File: src/rtl/sfh_pkg.sv
// shared constants and types of the serial flash command front end
// assumes a 100 MHz system clock that oversamples the host serial pins
package sfh_pkg;

  // opcodes, single data line
  localparam logic [7:0] OP_READ = 8'h03;
  localparam logic [7:0] OP_FAST_READ = 8'h0b;
  localparam logic [7:0] OP_DUAL_OUT_READ = 8'h3b;
  localparam logic [7:0] OP_DUAL_IO_READ = 8'hbb; // dual_io_read_cmd
  localparam logic [7:0] OP_QUAD_OUT_READ = 8'h6b;
  localparam logic [7:0] OP_QUAD_IO_READ = 8'heb; // quad_io_read_cmd
  localparam logic [7:0] OP_WRITE_ENABLE = 8'h06;
  localparam logic [7:0] OP_WRITE_DISABLE = 8'h04;
  localparam logic [7:0] OP_READ_STATUS = 8'h05;
  localparam logic [7:0] OP_READ_CONFIG = 8'h15; // read_config_cmd
  localparam logic [7:0] OP_WRITE_STATUS = 8'h01;
  localparam logic [7:0] OP_QUAD_PROGRAM = 8'h38;
  localparam logic [7:0] OP_SECTOR_ERASE = 8'h20;
  localparam logic [7:0] OP_BLOCK32_ERASE = 8'h52;
  localparam logic [7:0] OP_BLOCK64_ERASE = 8'hd8;
  localparam logic [7:0] OP_CHIP_ERASE_A = 8'h60;
  localparam logic [7:0] OP_CHIP_ERASE_B = 8'hc7;
  localparam logic [7:0] OP_PAGE_PROGRAM = 8'h02; // page_program_cmd
  localparam logic [7:0] OP_POWER_DOWN = 8'hb9;
  localparam logic [7:0] OP_POWER_UP = 8'hab;
  localparam logic [7:0] OP_SUSPEND_A = 8'h75;
  localparam logic [7:0] OP_SUSPEND_B = 8'hb0;
  localparam logic [7:0] OP_RESUME_A = 8'h7a;
  localparam logic [7:0] OP_RESUME_B = 8'h30;

  // field positions and counts
  localparam int unsigned CFG_DUMMY_SEL_BIT = 6; // dummy_cycle_select
  localparam logic [4:0] OPCODE_CLKS = 5'd8;
  localparam logic [3:0] DUMMY_FIXED = 4'h8;
  localparam logic [3:0] DUMMY_DUAL_SEL0 = 4'h4;
  localparam logic [3:0] DUMMY_DUAL_SEL1 = 4'h8;
  localparam logic [3:0] DUMMY_QUAD_SEL0 = 4'h6;
  localparam logic [3:0] DUMMY_QUAD_SEL1 = 4'ha;
  localparam logic [4:0] ADDR_CLKS_X1 = 5'd24;
  localparam logic [4:0] ADDR_CLKS_X2 = 5'd12;
  localparam logic [4:0] ADDR_CLKS_X4 = 5'd6;

  // reset values; pin vector is {hold_n, cs_n, sclk, io[3:0]}
  localparam logic [6:0] PIN_RST = 7'h60;
  localparam logic [3:0] IO_RST = 4'h0;

  typedef enum logic [2:0] {
    ST_OPCODE, ST_ADDR, ST_DUMMY, ST_WDATA, ST_RDATA, ST_WAIT, ST_IGNORE
  } sfh_state_type;

  typedef struct packed {
    logic [7:0] opcode;
    logic [23:0] addr;
  } sfh_cmd_type;

  typedef struct packed {
    logic known;
    logic is_read;
    logic has_addr;
    logic has_wdata;
    logic [2:0] addr_lanes;
    logic [2:0] data_lanes;
    logic [3:0] dummy;
  } sfh_opinfo_type;

endpackage : sfh_pkg

File: src/rtl/sfh_sync.sv
// three-stage pin synchroniser, one stage set per bit
// assumes asynchronous pins; a change is taken once stages two and three agree
`timescale 1ns/1ps
module sfh_sync #(
  parameter int WIDTH = 7,
  parameter logic [WIDTH-1:0] RST_VAL = '0
) (
  input wire logic sys_clk_i, // system clock
  input wire logic rst_i, // synchronous reset, high
  input wire logic [WIDTH-1:0] d_i, // raw pins
  output logic [WIDTH-1:0] q_o // filtered levels
);
  genvar g;
  generate
    for (g = 0; g < WIDTH; g++) begin : g_bit
      logic s1_q, s2_q, s3_q, v_q;
      always_ff @(posedge sys_clk_i) begin
        if (rst_i) begin
          s1_q <= RST_VAL[g];
          s2_q <= RST_VAL[g];
          s3_q <= RST_VAL[g];
          v_q <= RST_VAL[g];
        end else begin
          s1_q <= d_i[g];
          s2_q <= s1_q;
          s3_q <= s2_q;
          if (s2_q == s3_q) begin
            v_q <= s3_q;
          end
        end
      end
      assign q_o[g] = v_q;
    end
  endgenerate
endmodule : sfh_sync

File: src/rtl/sfh_front.sv
// serial flash command front end: pause handling and opcode decode
// assumes host pins arrive asynchronously; array, status and config live outside
`timescale 1ns/1ps
// Contract
// - pause low while selected freezes all serial traffic, clocks ignored.
// - pause never aborts a running status write, program or erase.
// - pause starts on pause low with select low, only while clock low.
// - pause ends on pause high, only while clock low.
// - data output floats from pause low until pause high.
// - data input ignored while clock and pause both low, until released.
// - select high during pause resets the serial logic, dropping the command.
// - pause ignored in quad mode.
// - dual and quad io reads take dummy count from config bit six.
// - opcode 02h with three address bytes programs the addressed page.
// - opcode 15h shifts out the configuration register, no address.
// - unknown opcode: standby, output floating, until next select fall.
// - inputs sampled on clock rise, outputs change on fall; modes 0 and 3.
// - non-read commands execute only if select rises on a byte boundary.
module sfh_front (
  input wire logic sys_clk_i, // system clock
  input wire logic rst_i, // synchronous reset, high
  input wire logic sclk_i, // host serial clock pin
  input wire logic cs_n_i, // chip select pin, low active
  input wire logic hold_n_i, // pause pin, low active
  input wire logic [3:0] io_i, // data pins in; io0 is the single data input
  input wire logic quad_mode_i, // quad io mode enabled
  input wire logic [7:0] cfg_reg_i, // configuration register value
  input wire logic [7:0] status_reg_i, // status register value
  input wire logic [7:0] rd_byte_i, // array byte at the current read address
  output logic [3:0] io_o, // data pins out; io1 is the single data output
  output logic [3:0] io_oe_o, // data pin drive enables
  output sfh_pkg::sfh_cmd_type cmd_o, // decoded opcode and address
  output logic cmd_exec_o, // non-read command accepted, pulse
  output logic cmd_reject_o, // non-read command rejected, pulse
  output logic wdata_valid_o, // data byte received, pulse
  output logic [7:0] wdata_o, // received data byte
  output logic rd_start_o, // array read address valid on cmd_o, pulse
  output logic rd_next_o, // array byte consumed, pulse
  output logic hold_active_o // pause in force
);

  logic [6:0] pin_s;
  logic sclk_s, cs_s, hold_n_s;
  logic [3:0] io_s;

  sfh_sync #(.WIDTH(7), .RST_VAL(sfh_pkg::PIN_RST)) u_sync (
    .sys_clk_i(sys_clk_i),
    .rst_i(rst_i),
    .d_i({hold_n_i, cs_n_i, sclk_i, io_i}),
    .q_o(pin_s)
  );
  assign hold_n_s = pin_s[6];
  assign cs_s = pin_s[5];
  assign sclk_s = pin_s[4];
  assign io_s = pin_s[3:0];

  function automatic sfh_pkg::sfh_opinfo_type op_decode(input logic [7:0] op, input logic dc);
    sfh_pkg::sfh_opinfo_type r;
    r = '0;
    r.known = 1'b1;
    r.addr_lanes = 3'd1;
    r.data_lanes = 3'd1;
    case (op)
      sfh_pkg::OP_READ: begin
        r.is_read = 1'b1; r.has_addr = 1'b1;
      end
      sfh_pkg::OP_FAST_READ: begin
        r.is_read = 1'b1; r.has_addr = 1'b1; r.dummy = sfh_pkg::DUMMY_FIXED;
      end
      sfh_pkg::OP_DUAL_OUT_READ: begin
        r.is_read = 1'b1; r.has_addr = 1'b1; r.dummy = sfh_pkg::DUMMY_FIXED; r.data_lanes = 3'd2;
      end
      sfh_pkg::OP_QUAD_OUT_READ: begin
        r.is_read = 1'b1; r.has_addr = 1'b1; r.dummy = sfh_pkg::DUMMY_FIXED; r.data_lanes = 3'd4;
      end
      sfh_pkg::OP_DUAL_IO_READ: begin
        r.is_read = 1'b1; r.has_addr = 1'b1; r.addr_lanes = 3'd2; r.data_lanes = 3'd2;
        r.dummy = dc ? sfh_pkg::DUMMY_DUAL_SEL1 : sfh_pkg::DUMMY_DUAL_SEL0;
      end
      sfh_pkg::OP_QUAD_IO_READ: begin
        r.is_read = 1'b1; r.has_addr = 1'b1; r.addr_lanes = 3'd4; r.data_lanes = 3'd4;
        r.dummy = dc ? sfh_pkg::DUMMY_QUAD_SEL1 : sfh_pkg::DUMMY_QUAD_SEL0;
      end
      sfh_pkg::OP_READ_STATUS, sfh_pkg::OP_READ_CONFIG: r.is_read = 1'b1;
      sfh_pkg::OP_WRITE_STATUS: r.has_wdata = 1'b1;
      sfh_pkg::OP_PAGE_PROGRAM: begin
        r.has_addr = 1'b1; r.has_wdata = 1'b1;
      end
      sfh_pkg::OP_QUAD_PROGRAM: begin
        r.has_addr = 1'b1; r.has_wdata = 1'b1; r.data_lanes = 3'd4;
      end
      sfh_pkg::OP_SECTOR_ERASE, sfh_pkg::OP_BLOCK32_ERASE, sfh_pkg::OP_BLOCK64_ERASE: r.has_addr = 1'b1;
      sfh_pkg::OP_WRITE_ENABLE, sfh_pkg::OP_WRITE_DISABLE, sfh_pkg::OP_CHIP_ERASE_A,
      sfh_pkg::OP_CHIP_ERASE_B, sfh_pkg::OP_POWER_DOWN, sfh_pkg::OP_POWER_UP,
      sfh_pkg::OP_SUSPEND_A, sfh_pkg::OP_SUSPEND_B, sfh_pkg::OP_RESUME_A,
      sfh_pkg::OP_RESUME_B: r.known = 1'b1;
      default: r.known = 1'b0;
    endcase
    return r;
  endfunction : op_decode

  sfh_pkg::sfh_state_type state_q, state_d, post_op_st, post_addr_st;
  sfh_pkg::sfh_opinfo_type info_q, op_info_w;
  sfh_pkg::sfh_cmd_type cmd_q;
  logic [4:0] cnt_q, cnt_d, cnt_inc, addr_clks;
  logic [23:0] sh_q, sh_shift;
  logic [2:0] bitmod_q, bitmod_nx, in_lanes, out_lanes, ocnt_q, ocnt_nx;
  logic [7:0] out_sh_q, out_src, out_data, out_shift;
  logic [3:0] io_o_q, io_oe_q, io_oe_d, drive_w, lane_mask;
  logic sclk_prev_q, cs_prev_q, hold_q, drv_q;
  logic exec_q, reject_q, wv_q, rds_q, rdn_q;
  logic [7:0] wd_q;

  // edges found by oversampling the filtered clock; mode 3 idles high, so its first
  // edge is a fall, which no phase but read data acts on
  wire sclk_rise = sclk_s & ~sclk_prev_q;
  wire sclk_fall = ~sclk_s & sclk_prev_q;
  wire cs_rise = cs_s & ~cs_prev_q;
  wire hold_en = ~quad_mode_i;
  wire active = ~cs_s & ~hold_q;
  wire rise_en = sclk_rise & active & (state_q != sfh_pkg::ST_IGNORE);
  wire fall_en = sclk_fall & active & (state_q == sfh_pkg::ST_RDATA);
  wire array_read = info_q.is_read && (cmd_q.opcode != sfh_pkg::OP_READ_STATUS)
                    && (cmd_q.opcode != sfh_pkg::OP_READ_CONFIG);
  wire so_float = hold_en & ~hold_n_s;
  wire exec_ok = ((state_q == sfh_pkg::ST_WAIT) || (state_q == sfh_pkg::ST_WDATA))
                 && (bitmod_q == 3'd0) && !hold_q;
  wire nonread_pend = ((state_q == sfh_pkg::ST_ADDR) && !info_q.is_read)
                      || (state_q == sfh_pkg::ST_WAIT) || (state_q == sfh_pkg::ST_WDATA);
  wire addr_done = (state_q == sfh_pkg::ST_ADDR) && (cnt_inc == addr_clks);
  wire byte_done = (state_q == sfh_pkg::ST_WDATA) && (bitmod_nx == 3'd0);

  assign in_lanes = (state_q == sfh_pkg::ST_ADDR) ? info_q.addr_lanes :
                    (state_q == sfh_pkg::ST_WDATA) ? info_q.data_lanes : 3'd1;
  assign sh_shift = (in_lanes == 3'd4) ? {sh_q[19:0], io_s} :
                    (in_lanes == 3'd2) ? {sh_q[21:0], io_s[1:0]} : {sh_q[22:0], io_s[0]};
  assign addr_clks = (info_q.addr_lanes == 3'd4) ? sfh_pkg::ADDR_CLKS_X4 :
                     (info_q.addr_lanes == 3'd2) ? sfh_pkg::ADDR_CLKS_X2 : sfh_pkg::ADDR_CLKS_X1;
  assign cnt_inc = cnt_q + 5'd1;
  assign bitmod_nx = bitmod_q + in_lanes;
  assign op_info_w = op_decode(sh_shift[7:0], cfg_reg_i[sfh_pkg::CFG_DUMMY_SEL_BIT]);
  assign post_op_st = op_info_w.has_addr ? sfh_pkg::ST_ADDR :
                      (op_info_w.is_read ? sfh_pkg::ST_RDATA :
                      (op_info_w.has_wdata ? sfh_pkg::ST_WDATA : sfh_pkg::ST_WAIT));
  assign post_addr_st = (info_q.dummy != 4'h0) ? sfh_pkg::ST_DUMMY :
                        (info_q.is_read ? sfh_pkg::ST_RDATA :
                        (info_q.has_wdata ? sfh_pkg::ST_WDATA : sfh_pkg::ST_WAIT));

  always_comb begin
    state_d = state_q;
    cnt_d = cnt_inc;
    case (state_q)
      sfh_pkg::ST_OPCODE: begin
        if (cnt_inc == sfh_pkg::OPCODE_CLKS) begin
          cnt_d = 5'd0;
          state_d = op_info_w.known ? post_op_st : sfh_pkg::ST_IGNORE;
        end
      end
      sfh_pkg::ST_ADDR: begin
        if (addr_done) begin
          cnt_d = 5'd0;
          state_d = post_addr_st;
        end
      end
      sfh_pkg::ST_DUMMY: begin
        if (cnt_inc == {1'b0, info_q.dummy}) begin
          cnt_d = 5'd0;
          state_d = sfh_pkg::ST_RDATA;
        end
      end
      sfh_pkg::ST_RDATA, sfh_pkg::ST_WDATA, sfh_pkg::ST_WAIT, sfh_pkg::ST_IGNORE: cnt_d = cnt_q;
      default: state_d = sfh_pkg::ST_IGNORE;
    endcase
  end

  // select high clears state, count and bit position, paused or not; a fresh select fall restarts at the opcode
  always_ff @(posedge sys_clk_i) begin
    if (rst_i || cs_s) begin
      state_q <= sfh_pkg::ST_OPCODE;
      cnt_q <= 5'd0;
      bitmod_q <= 3'd0;
    end else if (rise_en) begin
      state_q <= state_d;
      cnt_q <= cnt_d;
      bitmod_q <= bitmod_nx;
    end
  end

  always_ff @(posedge sys_clk_i) begin
    if (rst_i) begin
      sh_q <= 24'h0;
      info_q <= '0;
      cmd_q <= '0;
    end else if (rise_en) begin
      sh_q <= sh_shift;
      if (state_q == sfh_pkg::ST_OPCODE && cnt_inc == sfh_pkg::OPCODE_CLKS) begin
        info_q <= op_info_w;
        cmd_q.opcode <= sh_shift[7:0];
      end
      if (addr_done) begin
        cmd_q.addr <= sh_shift;
      end
    end
  end

  // the pause only gates the serial side; array operations already started downstream
  // see no signal from it and run on
  always_ff @(posedge sys_clk_i) begin
    if (rst_i || cs_s || !hold_en) begin
      hold_q <= 1'b0;
    end else if (!hold_q && !hold_n_s && !sclk_s) begin
      hold_q <= 1'b1;
    end else if (hold_q && hold_n_s && !sclk_s) begin
      hold_q <= 1'b0;
    end
  end

  always_ff @(posedge sys_clk_i) begin
    if (rst_i) begin
      sclk_prev_q <= 1'b0;
      cs_prev_q <= 1'b1;
    end else begin
      sclk_prev_q <= sclk_s;
      cs_prev_q <= cs_s;
    end
  end

  // read data path: a new byte is fetched when the previous one is fully shifted out
  assign out_lanes = info_q.data_lanes;
  assign out_src = (cmd_q.opcode == sfh_pkg::OP_READ_STATUS) ? status_reg_i :
                   (cmd_q.opcode == sfh_pkg::OP_READ_CONFIG) ? cfg_reg_i : rd_byte_i;
  assign out_data = (ocnt_q == 3'd0) ? out_src : out_sh_q;
  assign ocnt_nx = ocnt_q + out_lanes;
  assign out_shift = (out_lanes == 3'd4) ? {out_data[3:0], 4'h0} :
                     (out_lanes == 3'd2) ? {out_data[5:0], 2'b00} : {out_data[6:0], 1'b0};
  assign drive_w = (out_lanes == 3'd4) ? out_data[7:4] :
                   (out_lanes == 3'd2) ? {2'b00, out_data[7:6]} : {2'b00, out_data[7], 1'b0};
  assign lane_mask = (out_lanes == 3'd4) ? 4'hf : (out_lanes == 3'd2) ? 4'h3 : 4'h2;
  assign io_oe_d = (drv_q && !cs_s && !so_float && state_q == sfh_pkg::ST_RDATA) ? lane_mask : 4'h0;

  always_ff @(posedge sys_clk_i) begin
    if (rst_i || cs_s) begin
      out_sh_q <= 8'h0;
      ocnt_q <= 3'd0;
      io_o_q <= sfh_pkg::IO_RST;
      drv_q <= 1'b0;
    end else if (fall_en) begin
      out_sh_q <= out_shift;
      ocnt_q <= ocnt_nx;
      io_o_q <= drive_w;
      drv_q <= 1'b1;
    end
  end

  always_ff @(posedge sys_clk_i) begin
    if (rst_i) begin
      io_oe_q <= 4'h0;
      exec_q <= 1'b0;
      reject_q <= 1'b0;
      wv_q <= 1'b0;
      wd_q <= 8'h0;
      rds_q <= 1'b0;
      rdn_q <= 1'b0;
    end else begin
      io_oe_q <= io_oe_d;
      exec_q <= cs_rise && exec_ok;
      reject_q <= cs_rise && nonread_pend && !exec_ok;
      wv_q <= rise_en && byte_done;
      wd_q <= (rise_en && byte_done) ? sh_shift[7:0] : wd_q;
      rds_q <= rise_en && (state_d == sfh_pkg::ST_RDATA) && (state_q != sfh_pkg::ST_RDATA)
               && (state_q != sfh_pkg::ST_OPCODE) && array_read;
      rdn_q <= fall_en && (ocnt_q == 3'd0) && array_read;
    end
  end

  assign io_o = io_o_q;
  assign io_oe_o = io_oe_q;
  assign cmd_o = cmd_q;
  assign cmd_exec_o = exec_q;
  assign cmd_reject_o = reject_q;
  assign wdata_valid_o = wv_q;
  assign wdata_o = wd_q;
  assign rd_start_o = rds_q;
  assign rd_next_o = rdn_q;
  assign hold_active_o = hold_q;
endmodule : sfh_front

File: config.mk
export PLATFORM = sky130hd
export DESIGN_NAME = sfh_front
export DESIGN_NICKNAME = d
export VERILOG_FILES = /design/src/rtl/sfh_pkg.sv /design/src/rtl/sfh_sync.sv /design/src/rtl/sfh_front.sv
export SDC_FILE = /design/constraint.sdc
export NUM_CORES = 1
export LEC_CHECK = 0
export ABC_AREA = 1
export BUFFER_PORTS_ARGS = -buffer_cell sky130_fd_sc_hd__buf_2
export CELL_PAD_IN_SITES_DETAIL_PLACEMENT = 1
export CELL_PAD_IN_SITES_GLOBAL_PLACEMENT = 2
export CORE_MARGIN = 2
export CORE_UTILIZATION = 35
export CTS_BUF_LIST = sky130_fd_sc_hd__clkbuf_8
export DETAILED_ROUTE_END_ITERATION = 16
export GPL_TIMING_DRIVEN = 0
export PLACE_DENSITY_LB_ADDON = 0.05
export RECOVER_POWER = 100
export SETUP_SLACK_MARGIN = 0.4
export SKIP_LAST_GASP = 1
export SYNTH_ARGS = -nofsm -noshare
export SYNTH_HDL_FRONTEND = slang
export SYNTH_HIERARCHICAL = 1
export SYNTH_SLANG_ARGS = --single-unit
File: constraint.sdc
create_clock -name sys_clk_i -period 8.1 [get_ports sys_clk_i]
set_input_delay 1.62 -clock sys_clk_i [delete_from_list [all_inputs] [get_ports sys_clk_i]]
set_output_delay 1.62 -clock sys_clk_i [all_outputs]
set_load 0.02 [all_outputs]
# == Yosys cells after proc, flatten, opt, wreduce, memory -nomap -nowiden ==
# Index checks and enable logic that the tools add are counted.
# word_totals
out_inout_bits,54
ff_bits,142
# op_classes
eq_ne,53
n_reduce_logical,56
add_sub_neg,3
mux,41
n_bitwise,18
# ops
cell,n
equality test 8 bit (second input constant),7
2-to-1 mux 24 bit,2
equality test 8 x 7 -> 1 bit (second input constant),5
2-to-1 mux 8 bit,5
2-to-1 mux 3 bit,12
equality test 8 x 3 -> 1 bit (second input constant),4
equality test 8 x 6 -> 1 bit (second input constant),4
logical AND 1 bit,25
2-to-1 mux 5 bit,5
OR reduction 24 bit,1
equality test 3 bit (second input constant),7
one-hot mux 5 bit (4 select lines),1
equality test 8 x 2 -> 1 bit (second input constant),2
equality test 8 x 5 -> 1 bit (second input constant),2
2-to-1 mux 4 bit,4
equality test 3 x 2 -> 1 bit (second input constant),5
logical NOT 3 bit,4
one-hot mux 3 bit (2 select lines),2
one-hot mux 3 bit (4 select lines),1
one-hot mux 4 bit (3 select lines),1
OR reduction 11 bit,1
AND 1 bit,9
NOT 1 bit,9
OR reduction 3 bit,3
22 further kinds,50

# == Longest topological paths before layout ==
# depth
word_depth,20
mapped_depth,25
mapped_depth_nobuf,23

# == Modules after synthesis ==
# The synthesis kept the hierarchy.
# modules_own_cells
module,cells_per_inst,n_inst,area_per_inst_um2
sfh_front,898,1,6024.5
sfh_sync,105,1,907.1

# == Least setup slack after synthesis ==
# OpenSTA, ideal clock, no wires.
# synth_path
path_kind,register to register
from,register state_q[0]
to,register wd_q[7] (netlist: wdata_o[7])
setup_time_ns,0.116
arrival_time_ns,2.827
stages_incl_launch_ff,18
setup_slack_ns,5.157
path_buffers,3
required_time_ns,7.984
path_cell_list,dfxtp_1 > buf_4 > inv_2 > nor2_1 > nand3_1 > nand2_2 > buf_6 > inv_1 > ha_1 > fa_1 > xnor2_1 > xor2_1 > nand2_1 > nor4_2 > clkbuf_1 > nand2_1 > o211ai_1 > inv_1
# synth_between
elab_chain_cells,7
word_cells_on_any_way,14
cone_classes,add/sub (1); eq/ne (5); mux (4); bitwise (1); reduce/logical (3)
# synth_lines
item,line_no,source
"start, declared",sfh_front.sv:102,"sfh_pkg::sfh_state_type state_q, state_d, post_op_st, post_addr_st;"
"start signal, assigned",sfh_front.sv:179,state_q <= sfh_pkg::ST_OPCODE;
"start signal, assigned",sfh_front.sv:183,state_q <= state_d;
equality test 3 x 2 -> 1 bit,"sfh_front.sv:131, sfh_front.sv:134",
2-to-1 mux 3 bit,sfh_front.sv:134,(state_q == sfh_pkg::ST_WDATA) ? info_q.data_lanes : 3'd1;
2-to-1 mux 3 bit,sfh_front.sv:133,assign in_lanes = (state_q == sfh_pkg::ST_ADDR) ? info_q.addr_lanes :
adder 3 bit,sfh_front.sv:140,assign bitmod_nx = bitmod_q + in_lanes;
logical NOT 3 bit,sfh_front.sv:131,wire byte_done = (state_q == sfh_pkg::ST_WDATA) && (bitmod_nx == 3'd0);
logical AND 1 bit,sfh_front.sv:131,
logical AND 1 bit,sfh_front.sv:269,wd_q <= (rise_en && byte_done) ? sh_shift[7:0] : wd_q;
"end signal, assigned",sfh_front.sv:269,
"end, declared",sfh_front.sv:112,logic [7:0] wd_q;
# Several ways; a longest one is shown, not always the timed one.
# A chain may end at the register's enable or synchronous reset.

# == Worst setup path in the final report ==
# Ends and elaborated chain as after synthesis.

==> summary.txt <==
Clock network
  • H-tree depth: 4
  • Clock sinks: 139
  • Clk slew on worst S/H paths: 0.10 ns
  • Setup repair bufs after CTS: 0
  • Root Buffer: clkbuf_8
  • CTS-repair resized insts: 0
  • CTS hold repair buffers: 0
  • Total CTS buffers: 17
  • Clk_lat worst skew: 0.46 ns
  • Clock Path Buffers: 2
  • CTS tree: built

Setup path
  • CP endpoint kind: flop
  • Worst EP arrival: 5.21 ns
  • Critical Path Max Stage Delay: 1.19 ns
  • Setup crit end: wdata_o[7]
  • Reg2Reg Depth: 17
  • Type of the worst setup path: reg -> reg
  • CP Launch Point: state_q[0]
  • Worst Path Required: 8.46 ns
  • Critical path depth in cells: 17
  • Worst r2r dst: wdata_o[7]
  • Worst path bufs/invs: 6
  • Critical-path top delay cell: nor4_1
  • CP delay by family, top: simple AND/OR/NAND/NOR gates
  • CP Cell Sequence: clkbuf_1 -> inv_1 -> nor2_1 -> nand3_1 -> nand2_1 -> clkbuf_1 -> inv_1 -> ha_1 -> fa_1 -> xnor2_1 -> xor2_1 -> nand2_1 -> nor4_1 -> clkbuf_1 -> nand2_1 -> o211ai_1 -> inv_1
  • Worst-path fanout max: 10
  • Reg2reg start: state_q[0]
  • Startpoint type of the worst setup path: flop
  • R2R setup slack: 3.25 ns

Timing
  • Final setup vio count: 0
  • Final setup TNS: 0 ns
  • Final Hold Vio Count: 0
  • Max Freq: 206.3 MHz
  • Slew Limit Fails: 9
  • Fin crit period: 4.848 ns
  • Tcrit/Tclk final: 59.86%
  • Clock skew: 0.01599 ns
  • Measured slew at the worst slew-check pin: 1.580 ns
  • RSZ-0062 raised after global routing: false
  • WHS: 0.4067 ns
  • Slew headroom: -6.281%

Drt
  • ANT nets after route: 0
  • Remaining DRCs: 0
  • DR vias: 6777
  • DR pass1 iterations: 4
  • Detailed router's first-iteration violation count: 306
  • Detailed Route WL: 22480 µm
  • Via density: 4.883
  • Routed len/inst: 16.20 µm

Floorplanning
  • Core Footprint: 19460 µm²
  • Die ar.: 20950 µm²
  • I/O pins: 88
  • Die width: 144.7 µm
  • Row cnt: 51
  • Initial core utilization: 35.62%
  • Height of the chip: 144.7 µm

Pwr
  • Worst VDD drop: 0.1380 mV
  • Leak: 3.673 nW
  • Total power: 0.001330 W
  • Pwr dens: 166.3 nW/µm²

Logic synthesis
  • Post-synthesis async set-or-reset flop share: 0%
  • #FFs+latches synth: 139
  • Post-Syn Instances: 1003
  • Register area share after synthesis: 40.14%
  • Synth cell types: 43
  • Post-Syn Area: 6932 µm²
  • Number of synthesized flops with an enable pin: 0
  • Synthesis warning total: 6
  • Syn Area/Cell: 6.911 µm²
  • Synthesized net count: 1042
  • Dominant synthesized flop cell: dfxtp_1

Layout
  • Layout cells sized above 1: 10.52%
  • Fill cell count: 2575
  • # nets final: 1148
  • Area growth, synth to finish: 15.40%

Placed design
  • Routability congestion estimate from global placement: 0.8292
  • Count of input and output buffers: 87
  • Post-DP HPWL: 16960 µm

Worst hold path
  • Hold Crit Class: reg -> reg

GRT
  • Antenna violations before repair: 0
  • Vias in the first global route: 6643
  • Largest net degree at the start of global routing: 17
  • Total GRT Usage: 22.16%
  • First-pass GRT wire length: 35700 µm
  • GR Overflow Total: 0

Status
  • Failing checks: capacitance limit, slew limit
  • Run status: finished, violations left

Run
  • Max-cap violation count: 1
[worst min-delay path by stage]
| stage | startpoint | to | slack [ns] | cells after the start |
|---|---|---|---|---|
| after global placement | u_sync/g_bit[5].s1_q | u_sync/g_bit[5].s2_q | 0.38 | 1 |
| after detailed placement | u_sync/g_bit[5].s1_q | u_sync/g_bit[5].s2_q | 0.39 | 1 |
| after CTS | u_sync/g_bit[1].s1_q | u_sync/g_bit[1].s2_q | 0.41 | 2 |
| after global routing | u_sync/g_bit[0].s1_q | u_sync/g_bit[0].s2_q | 0.43 | 2 |
| final | u_sync/g_bit[1].s1_q | u_sync/g_bit[1].s2_q | 0.41 | 2 |
| after floorplan | u_sync/g_bit[5].s1_q | u_sync/g_bit[5].s2_q | 0.38 | 1 |
[synthesized netlist by cell type, types with 5 or more instances]
cell type / count / area (µm²)
nand2_1: 189 / 709.4
inv_1: 145 / 544.3
dfxtp_1: 139 / 2783
nor2_1: 113 / 424.2
o21ai_0: 100 / 500.5
a21oi_1: 76 / 380.4
nand3_1: 38 / 190.2
o211ai_1: 35 / 262.8
clkbuf_1: 34 / 127.6
nand2_2: 18 / 112.6
nor3_1: 13 / 65.06
nand4_1: 12 / 75.07
buf_4: 10 / 75.07
nor4_1: 8 / 50.05
inv_2: 7 / 26.28
buf_6: 6 / 67.56
or2_1: 6 / 37.54
nand3_2: 5 / 50.05
nor2_2: 5 / 31.28
xnor2_1: 5 / 43.79
[registers in the layout, indices dropped and copies added (netlist names), 3 cells and up]
signal	flops
bitmod_q	3
cmd_o	32
cnt_q	5
info_q	8
io_o	4
io_oe_o	3
ocnt_q	3
out_lanes	3
out_sh_q	7
sh_q	23
state_q	3
u_sync/g_bit.s1_q	7
u_sync/g_bit.s2_q	7
u_sync/g_bit.s3_q	7
u_sync/g_bit.v_q	7
wdata_o	8
[worst min-delay path, delay by kind of cell, from the launching register on]
kind | cells | cell delay, ns
DFF | 1 | 0.30
and+or+nand+nor | 1 | 0.03
buffers and inverters | 1 | 0.04
[layer usage]
layer	vias up	part of all wire (%)	wire length [µm]	GRT usage, %
li1	3449	-	-	-
met1	3207	51	11430	30.85
met2	107	45	10140	36.42
met3	14	3.1	707	4.014
met4	0	0.89	199	3.883
met5	-	0	0	0
[through the flow]
stage / utilization (%) / worst slack [ns] / std cells / instance area (µm²)
2_1_floorplan: - / 5.157 / 1003 / 6932
3_3_place_gp: 39.56 / 4.376 / 1355 / 7699
3_5_place_dp: 39.56 / 4.337 / 1355 / 7699
4_1_cts: 41.67 / 4.329 / 1387 / 8109
5_1_grt: 41.09 / 2.733 / 1387 / 7996
6_report: 41.10 / 3.252 / 1388 / 7999
[layout by cell type (no fill, tap or decap), types with 3 or more instances in the layout]
cell type,count
xnor2_1,5
or2_1,6
clkbuf_1,93
inv_2,6
nand4_1,12
nor2_2,3
nor4_1,9
o21ai_0,101
buf_2,32
dfxtp_1,139
o211ai_1,35
nor3_1,13
xor2_1,3
inv_1,146
inv_6,7
nor2_1,115
ha_1,3
nand2_1,192
a41oi_1,3
nand3_2,4
buf_6,4
nand2_4,3
nand2_2,15
buf_4,9
clkbuf_8,17
a21oi_1,76
nand3_1,39
[report_power, final]
| group | internal (W) | total (W) | switching (W) | leakage, nW |
|---|---|---|---|---|
| registers | 0.000687 | 0.000689 | 0.00000164 | 1.12 |
| clock network | 0.000286 | 0.000609 | 0.000324 | 0.203 |
| logic | 0.0000119 | 0.0000320 | 0.0000201 | 2.35 |
[kinds of logic (layout without fill, tap and decap cells)]
logic type                 count (synthesis)  count (layout)  synth area share, %
other                                      0               1                    0
and+or+nand+nor                          419             419                27.15
DFF                                      139             139                40.14
AOI/OAI and AO/OA                        226             226                18.18
xor gates and xnor gates                   8               8                1.011
buffers and inverters                    206             325                12.40
adders and majority gates                  5               5                1.119
[final cells by class]
type | instances | area (µm²) | share of cell area [%]
Multi-Input combinational cell | 658 | 3266 | 40.83
Sequential cell | 139 | 2783 | 34.79
Inverter | 155 | 584.3 | 7.305
Timing Repair Buffer | 87 | 366.6 | 4.583
Tap cell | 265 | 331.6 | 4.145
Buffer | 51 | 255.2 | 3.191
Clock buffer | 17 | 234.0 | 2.925
Clock inverter | 15 | 176.4 | 2.206
Antenna cell | 1 | 2.502 | 0.03128
Note: power is estimated with default switching activity, not from simulation.
